===== config.mk =====
export PLATFORM = sky130hd
export DESIGN_NAME = socket_mode_config
export DESIGN_NICKNAME = d
export VERILOG_FILES = /design/src/hw/socket_mode_pkg.sv /design/src/hw/socket_mode_config.sv
export VERILOG_INCLUDE_DIRS = /design/src /design/src/hw
export SDC_FILE = /design/constraint.sdc
export NUM_CORES = 1
export LEC_CHECK = 0
export ABC_AREA = 1
export BUFFER_PORTS_ARGS = -buffer_cell sky130_fd_sc_hd__buf_2
export CORE_MARGIN = 3
export CORE_UTILIZATION = 45
export DETAILED_ROUTE_END_ITERATION = 16
export PLACE_DENSITY = 0.8
export SLEW_MARGIN = 10
export SYNTH_ARGS = -nofsm -noshare
export SYNTH_HDL_FRONTEND = slang
export SYNTH_SLANG_ARGS = --single-unit
export TNS_END_PERCENT = 20

===== constraint.sdc =====
create_clock -name i_core_clk -period 1.6 [get_ports i_core_clk]
set_input_delay 0.08 -clock i_core_clk [delete_from_list [all_inputs] [get_ports i_core_clk]]
set_output_delay 0.08 -clock i_core_clk [all_outputs]
set_load 0.01 [all_outputs]

===== src/hw/socket_mode_defines.svh =====
// Constants for the per-socket mode register bank.
// Assumes inclusion by the design module only.
`ifndef SOCKET_MODE_DEFINES_SVH
`define SOCKET_MODE_DEFINES_SVH

// ---------------------------------------------------------------
// Register map
// ---------------------------------------------------------------
`define SM_BASE_ADDR     16'h4000
`define SM_SOCK_STRIDE   16'h0100
`define SM_SOCK_MASK     16'hf8ff
`define SM_RESET_VAL     8'h00

// ---------------------------------------------------------------
// Field positions
// ---------------------------------------------------------------
`define SM_MULTI_BIT     7
`define SM_MACF_BIT      6
`define SM_ACKV_BIT      5
`define SM_RSVD_BIT      4
`define SM_WRITE_MASK    8'hef
`define SM_PROTO_HI      3
`define SM_PROTO_LO      0
`define SM_UNMAPPED_RD   8'h00

// ---------------------------------------------------------------
// Status codes after open
// ---------------------------------------------------------------
`define SM_ST_CLOSED     8'h00
`define SM_ST_TCP        8'h13
`define SM_ST_UDP        8'h22
`define SM_ST_RAW_IP_MODE      8'h32
`define SM_ST_RAWETH     8'h42
`define SM_ST_PPPOE      8'h5f

`endif


===== src/hw/socket_mode_pkg.sv =====
// Types for the per-socket mode register bank.
// Assumes the defines header sits beside it.
package socket_mode_pkg;
   // Protocol field encodings
   typedef enum logic [3:0] {
      PROTO_CLOSED = 4'h0,
      PROTO_TCP    = 4'h1,
      PROTO_UDP    = 4'h2,
      PROTO_RAW_IP_MODE  = 4'h3,
      PROTO_RAWETH = 4'h4,
      PROTO_PPPOE  = 4'h5
   } proto_t;
endpackage

===== src/hw/socket_mode_config.sv =====
// Mode register bank for eight sockets, with decoded options per socket.
// Assumes a host-port front end that presents byte reads and writes
// already synchronous to i_core_clk.
// Option outputs are plain decodes of the stored bytes.
//
// Summary of operation
// RL1 - Eight 8-bit RW mode registers, reset zero
// RL2 - Bit 7 enables multicast, UDP only
// RL3 - Host loads group address before open
// RL4 - Bit 6 filters frames in raw Ethernet
// RL5 - Host should set filter in hybrid stack
// RL6 - Bit 5 gives immediate ack in TCP
// RL7 - Bit 5 selects IGMP version in multicast
// RL8 - Bits 3:0 encode socket protocol
// RL9 - Raw Ethernet and PPPoE only on socket 0
// RL10 - PPPoE on socket 0 may be reprogrammed
// RL11 - Open maps protocol to status code
// RL12 - Reserved bit 4 reads zero
`timescale 1ns/1ps
`include "socket_mode_defines.svh"

module socket_mode_config #(
   parameter int NUM_SOCK = 8
) (
   // Clock, reset, enable
   input  wire logic                        i_core_clk,
   input  wire logic                        i_rstn,
   input  wire logic                        i_ce,
   // Host register port
   input  wire logic                        i_wr_en,
   input  wire logic                        i_rd_en,
   input  wire logic [15:0]                 i_addr,
   input  wire logic [7:0]                  i_wdata,
   output logic      [7:0]                  o_rdata,
   output logic                             o_hit,
   // Open command per socket
   input  wire logic [NUM_SOCK-1:0]         i_open,
   // Decoded options per socket
   output socket_mode_pkg::proto_t          o_proto [NUM_SOCK],
   output logic      [NUM_SOCK-1:0]         o_multicast_en,
   output logic      [NUM_SOCK-1:0]         o_mac_filter_enable,
   output logic      [NUM_SOCK-1:0]         o_immediate_ack_enable,
   output logic      [NUM_SOCK-1:0]         o_igmp_v1,
   output logic      [7:0]                  o_socket_state [NUM_SOCK]
);
   import socket_mode_pkg::*;

   logic [7:0] socket_mode_reg_r [NUM_SOCK];
   logic [7:0] rdata_nxt;
   logic       hit_nxt;
   logic [2:0] sel;

   // ---------------------------------------------------------------
   // Address decode
   // ---------------------------------------------------------------
   // The base plus one of eight socket strides with low byte zero hits a register
   function automatic logic addr_hit(input logic [15:0] a);
      addr_hit = (a & `SM_SOCK_MASK) == `SM_BASE_ADDR;
   endfunction

   // Protocol honoured only if legal on this socket
   function automatic proto_t legal_proto(input logic [7:0] m, input int s);
      logic [3:0] p;
      p = m[`SM_PROTO_HI:`SM_PROTO_LO];
      // RL9 socket zero only
      if ((p == 4'(PROTO_RAWETH) || p == 4'(PROTO_PPPOE)) && s == 0) begin
         legal_proto = proto_t'(p);
      end else if (p <= 4'(PROTO_RAW_IP_MODE)) begin
         legal_proto = proto_t'(p);
      end else begin
         legal_proto = PROTO_CLOSED;
      end
   endfunction

   assign sel = i_addr[10:8];

   // ---------------------------------------------------------------
   // Register storage
   // ---------------------------------------------------------------
   // RL1 writable registers, RL12 reserved bit masked, RL10 rewrite allowed
   always_ff @(posedge i_core_clk or negedge i_rstn) begin
      if (!i_rstn) begin
         for (int s = 0; s < NUM_SOCK; s++) begin
            socket_mode_reg_r[s] <= `SM_RESET_VAL;
         end
      end else if (i_ce && i_wr_en && addr_hit(i_addr) && int'(sel) < NUM_SOCK) begin
         socket_mode_reg_r[sel] <= i_wdata & `SM_WRITE_MASK;
      end
   end

   // Read mux; unmapped reads answer zero
   always_comb begin
      hit_nxt   = addr_hit(i_addr) && int'(sel) < NUM_SOCK;
      rdata_nxt = hit_nxt ? socket_mode_reg_r[sel] : `SM_UNMAPPED_RD;
   end

   // Read data registered for a clean answer one cycle later
   always_ff @(posedge i_core_clk or negedge i_rstn) begin
      if (!i_rstn) begin
         o_rdata <= `SM_RESET_VAL;
      end else if (i_ce && i_rd_en) begin
         o_rdata <= rdata_nxt;
      end
   end

   assign o_hit = hit_nxt;

   // ---------------------------------------------------------------
   // Option decode
   // ---------------------------------------------------------------
   // Each option is gated by the protocol it belongs to
   // Kept combinational off the flip-flops so a new mode reaches
   // the engines one edge after the write, at no extra latency
   always_comb begin
      for (int s = 0; s < NUM_SOCK; s++) begin
         o_proto[s] = legal_proto(socket_mode_reg_r[s], s);
         // RL2 multicast UDP only
         o_multicast_en[s] = socket_mode_reg_r[s][`SM_MULTI_BIT] && o_proto[s] == PROTO_UDP;
         // RL4 filter in raw Ethernet
         o_mac_filter_enable[s] = socket_mode_reg_r[s][`SM_MACF_BIT]
                                  && o_proto[s] == PROTO_RAWETH;
         // RL6 immediate ack TCP
         o_immediate_ack_enable[s] = socket_mode_reg_r[s][`SM_ACKV_BIT]
                                     && o_proto[s] == PROTO_TCP;
         // RL7 IGMP version select
         o_igmp_v1[s] = socket_mode_reg_r[s][`SM_ACKV_BIT] && o_multicast_en[s];
      end
   end

   // ---------------------------------------------------------------
   // Status after open
   // ---------------------------------------------------------------
   // RL11 open sets status; RL8 encoding drives it
   always_ff @(posedge i_core_clk or negedge i_rstn) begin
      if (!i_rstn) begin
         for (int s = 0; s < NUM_SOCK; s++) begin
            o_socket_state[s] <= `SM_ST_CLOSED;
         end
      end else if (i_ce) begin
         for (int s = 0; s < NUM_SOCK; s++) begin
            if (i_open[s]) begin
               case (o_proto[s])
                  PROTO_TCP:    o_socket_state[s] <= `SM_ST_TCP;
                  PROTO_UDP:    o_socket_state[s] <= `SM_ST_UDP;
                  PROTO_RAW_IP_MODE:  o_socket_state[s] <= `SM_ST_RAW_IP_MODE;
                  PROTO_RAWETH: o_socket_state[s] <= `SM_ST_RAWETH;
                  PROTO_PPPOE:  o_socket_state[s] <= `SM_ST_PPPOE;
                  default:      o_socket_state[s] <= o_socket_state[s];
               endcase
            end
         end
      end
   end

   // ---------------------------------------------------------------
   // Checks
   // ---------------------------------------------------------------
   a_reserved_zero: assert property (@(posedge i_core_clk) disable iff (!i_rstn) // RL12
      socket_mode_reg_r[sel][`SM_RSVD_BIT] == 1'b0)
      else $error("reserved bit set");
   a_write_stores: assert property (@(posedge i_core_clk) disable iff (!i_rstn) // RL1
      i_ce && i_wr_en && hit_nxt |=> socket_mode_reg_r[$past(sel)] ==
      ($past(i_wdata) & `SM_WRITE_MASK))
      else $error("write not stored");
   a_multi_udp: assert property (@(posedge i_core_clk) disable iff (!i_rstn) // RL2
      o_multicast_en[1] |-> o_proto[1] == PROTO_UDP)
      else $error("multicast outside udp");
   a_filter_raw: assert property (@(posedge i_core_clk) disable iff (!i_rstn) // RL4
      o_mac_filter_enable[0]
      |-> socket_mode_reg_r[0][`SM_PROTO_HI:`SM_PROTO_LO] == 4'(PROTO_RAWETH))
      else $error("filter outside raw mode");
   a_ack_tcp: assert property (@(posedge i_core_clk) disable iff (!i_rstn) // RL6
      o_immediate_ack_enable[2] |-> o_proto[2] == PROTO_TCP && !o_igmp_v1[2])
      else $error("ack option outside tcp");
   a_igmp_sel: assert property (@(posedge i_core_clk) disable iff (!i_rstn) // RL7
      o_igmp_v1[3] |-> o_multicast_en[3] && socket_mode_reg_r[3][`SM_ACKV_BIT])
      else $error("igmp version without multicast");
   a_sock1_noraw: assert property (@(posedge i_core_clk) disable iff (!i_rstn) // RL9
      o_proto[1] != PROTO_RAWETH && o_proto[1] != PROTO_PPPOE)
      else $error("raw mode on socket 1");
   a_open_tcp: assert property (@(posedge i_core_clk) disable iff (!i_rstn) // RL11
      i_ce && i_open[0] && o_proto[0] == PROTO_TCP |=> o_socket_state[0] == `SM_ST_TCP)
      else $error("tcp open status wrong");
   a_open_pppoe: assert property (@(posedge i_core_clk) disable iff (!i_rstn) // RL8
      i_ce && i_open[0] && o_proto[0] == PROTO_PPPOE |=> o_socket_state[0] == `SM_ST_PPPOE)
      else $error("pppoe open status wrong");
   a_open_udp: assert property (@(posedge i_core_clk) disable iff (!i_rstn) // RL11
      i_ce && i_open[3] && o_proto[3] == PROTO_UDP |=> o_socket_state[3] == `SM_ST_UDP)
      else $error("udp open status wrong");

   // ---------------------------------------------------------------
   // Enable, hold and decode checks
   // ---------------------------------------------------------------
   // A frozen enable must keep the socket 1 stored byte and the read data
   a_ce_freeze_reg: assert property (@(posedge i_core_clk) disable iff (!i_rstn) // RL1
      !i_ce |=> socket_mode_reg_r[1] == $past(socket_mode_reg_r[1])
      && o_rdata == $past(o_rdata))
      else $error("register changed while frozen");
   a_ce_freeze_state: assert property (@(posedge i_core_clk) disable iff (!i_rstn) // RL11
      !i_ce |=> o_socket_state[1] == $past(o_socket_state[1]))
      else $error("status changed while frozen");
   // Writes that miss the bank leave socket 0 alone
   a_miss_ignored: assert property (@(posedge i_core_clk) disable iff (!i_rstn) // RL1
      i_wr_en && !hit_nxt |=> socket_mode_reg_r[0] == $past(socket_mode_reg_r[0]))
      else $error("unmapped write stored");
   // Read data stands until the next read
   a_rdata_hold: assert property (@(posedge i_core_clk) disable iff (!i_rstn) // RL1
      !i_rd_en |=> o_rdata == $past(o_rdata))
      else $error("read data moved without a read");
   // Opening a closed socket leaves its status where it was
   a_closed_keeps: assert property (@(posedge i_core_clk) disable iff (!i_rstn) // RL11
      i_ce && i_open[2] && o_proto[2] == PROTO_CLOSED
      |=> o_socket_state[2] == $past(o_socket_state[2]))
      else $error("closed open changed status");
   // Raw Ethernet is honoured on socket 0
   a_raw_sock0: assert property (@(posedge i_core_clk) disable iff (!i_rstn) // RL9
      socket_mode_reg_r[0][`SM_PROTO_HI:`SM_PROTO_LO] == 4'(PROTO_RAWETH)
      |-> o_proto[0] == PROTO_RAWETH)
      else $error("raw mode lost on socket 0");

   // Main scenarios
   c_udp_multi: cover property (@(posedge i_core_clk) o_multicast_en[0] && o_igmp_v1[0]);
   c_raw_filter: cover property (@(posedge i_core_clk) o_mac_filter_enable[0]);
   c_tcp_open: cover property (@(posedge i_core_clk) o_socket_state[4] == `SM_ST_TCP);
   c_frozen_write: cover property (@(posedge i_core_clk) !i_ce && i_wr_en && hit_nxt);
   c_pppoe_open: cover property (@(posedge i_core_clk) o_socket_state[0] == `SM_ST_PPPOE);
endmodule


==> key figures <==
Status
  • Status: complete, no violations

Placed design
  • GP Congestion: 0.932
  • IO Port Bufs: 141
  • Cell Area, Placed: 0.00658 mm²
  • Hpwl dp: 11000 µm
  • Placed insts: 1064

Yosys
  • Synth Instances: 759
  • Post-synth top area cell: dfrtp_1
  • Netlist cell types: 27
  • Mapped Avg Cell Area: 7.57 µm²
  • Post-synth top area share: 48.4%
  • Yosys reg bits: 111
  • Post-synthesis adder-cell area fraction: 0%
  • Synth Area in Simple Gates: 34.0%
  • Mapped cell area: 0.00574 mm²
  • Number of flops mapped to enable cells by yosys: 0
  • Synth area leaders: dfrtp_1 48%, nand2_1 15%, nand3_1 8.6%, inv_1 6.4%, buf_4 5.2%
  • Mux contribution to synthesized area: 0%
  • Ys async rst share: 100%
  • Ys Warns: 0
  • Xor and xnor area share after synthesis: 0%
  • Post-synthesis compound-gate area fraction: 3.25%
  • Dominant synthesized flop cell: dfrtp_1
  • Main combinational cell family by area after synthesis: simple AND/OR/NAND/NOR gates
  • Register area share after synthesis: 48.4%

Global route
  • GRT Util Overall: 21.7%
  • Gr ovfl total: 0
  • Maximum number of pins on one net before global-route repair: 112
  • Antenna violations before repair: 0
  • First-pass GRT wire length: 24300 µm
  • Vias in the first global route: 4884

STA
  • Post-route setup TNS: 0 ps
  • Tightest Pin Transition: 608 ps
  • # setup viols final: 0
  • Fin. max-slew vios: 0
  • Clock skew: 10.8 ps
  • RSZ-0062 raised after global routing: true
  • Slew headroom: 59.5%
  • Final min period: 1590 ps
  • Max Fclk: 628 MHz
  • Fin. Hold Viols: 0
  • Post-route clock period utilization: 99.5%

Route
  • DR vias/cell: 4.95
  • WL/cell: 14.2 µm
  • Final wirelength: 15600 µm
  • Drt drc: 0
  • Remaining antenna violation count: 0
  • Drt first pass iters: 6
  • First DRT Iteration DRCs: 406
  • Via count: 5412

Worst setup path
  • Crit end category: output pin
  • CP most frequent cell: inv_2
  • Buf+Inv Stages, Crit Path: 3
  • Worst stage delay on the critical path: 440 ps
  • Cell type group with the largest total delay on the critical path: flip-flops
  • Critical Setup Path Class: reg -> out
  • Crit-path slowest cell: dfrtp_2
  • Depth of the worst register-to-register path: 8
  • Crit path DAT: 1510 ps
  • RR Endpoint: o_socket_state[61]$_DFFE_PN0P_
  • Worst r2r src: socket_mode_reg_r[58]$_DFFE_PN0P_
  • Worst Path Max Fanout: 3
  • Req. time, crit path: 1520 ps
  • Critical-path cell list: nor3_4 -> inv_2 -> nor2_4 -> inv_2 -> nor3_2 -> buf_2
  • Worst setup SP type: register
  • Reg-to-reg setup timing slack: 170 ps

Die
  • DIE HEIGHT: 119 µm
  • DIE AREA: 0.0142 mm²
  • Die W: 119 µm
  • # IOs: 174
  • Core box area: 0.0123 mm²
  • Starting Density: 46.8%
  • Rows: 40

Finish
  • Final instance area: 0.00721 mm²
  • Antenna Cells: 0
  • Final nets: 958
  • Non-Filler Instances: 1094
  • Commonest non-fill, non-tap cell in the layout: nand2_1
  • Commonest cells after routing, fill and taps aside: 223 x nand2_1, 140 x buf_2, 107 x dfrtp_1, 98 x nand3_1, 86 x inv_1
  • Layout cell share with drive strength beyond 1: 28.5%
  • Final core utilization: 58.8%
  • Area growth, synth to finish: 25.5%

Worst hold path
  • HP Start: i_wdata[6]
  • WHS Path Cells: 3
  • Worst Hold Path EP: socket_mode_reg_r[6]$_DFFE_PN0P_
  • HP Class: in -> reg

Power and ir drop
  • VDD IR-drop max: 480 µV
  • PD cells: 792 mW/mm²
  • Leak: 4.13 nW

Clock tree
  • Worst skew pair latency: 360 ps
  • CTS buffer count: 9
  • Clock Root Buffer: clkbuf_16
  • Clock tree buffer depth: 2
  • Htree depth: 3
  • CTS tree: done
  • Clock sinks: 111
  • Clock-pin slew of the registers on the worst-case setup and hold paths: 80 ps

Run
  • Max Cap Viol: 0
-- metrics by stage --
stage,worst slack (ps),hold slack [ps],power [W]
floorplan,115,-216,0.00314
CTS,-17.0,59.3,0.00573
global route,-112,62.3,0.00593
detailed placement,131,210,0.00328
global placement,182,207,0.00328
finish,8.24,80.7,0.00571
-- cell type report --
cell class,count,area [µm²]
Fill cell,1146,5050
Sequential cell,111,2780
Multi-Input combinational cell,515,2440
Timing Repair Buffer,184,1070
Inverter,100,375
Clock buffer,9,225
Tap cell,168,210
Clock inverter,7,103
-- worst max path at each step --
stage | startpoint | endpoint | cells after the start
after floorplan | socket_mode_reg_r[43]$_DFFE_PN0P_ | o_igmp_v1[2] | 5
after global placement | socket_mode_reg_r[35]$_DFFE_PN0P_ | o_socket_state[33]$_DFFE_PN0P_ | 6
after detailed placement | socket_mode_reg_r[26]$_DFFE_PN0P_ | o_igmp_v1[4] | 6
after CTS | socket_mode_reg_r[9]$_DFFE_PN0P_ | o_igmp_v1[6] | 7
after global routing | socket_mode_reg_r[58]$_DFFE_PN0P_ | o_immediate_ack_enable[0] | 6
final | socket_mode_reg_r[27]$_DFFE_PN0P_ | o_igmp_v1[4] | 6
-- registers in the layout (all words and copies together) (netlist names) --
signal	flops
o_rdata	7
o_socket_state	48
socket_mode_reg_r	56
-- per-layer routing --
metal	part of all wire (%)	GRT usage, %
met1	43	30.2
met2	45	32.2
met3	9.5	5.56
met4	2.8	9.34
met5	0	0
-- Yosys cell counts (2+ instances only) --
library cell,number
o21bai_1,6
nand3_1,99
buf_4,40
buf_6,5
nor4_1,2
dfrtp_1,111
nand2_1,228
nor2_4,3
nor2_2,2
nor2_1,75
o21ai_0,24
nand4_1,8
nor3_1,20
inv_2,2
nand3b_1,3
inv_1,98
or2_1,2
or2_2,5
buf_2,18
-- worst min-delay path, cell delays in order --
cell and delay [ps]:
buf_2 180, nand3_1 110, nand2_1 40
-- kinds of logic after synthesis --
logic type | Yosys count
simple gates | 451
buf+inv | 163
flops | 111
compound gates | 33
other cells | 1
-- report_power, final --
group          total, W  switching, W  internal (W)
sequential      0.00282    0.00000506       0.00281
combinational  0.000418      0.000297      0.000121
clock           0.00247       0.00108       0.00139
total           0.00571       0.00138       0.00433
-- repair_timing --
item,CTS,global route
resized for setup,20,39
hold buffers,2,0
endpoints found under the hold margin,112,0
setup buffers,4,8
pin swaps,4,5
endpoints found under the setup margin,14,25
Note: power is estimated with default switching activity, not from simulation.
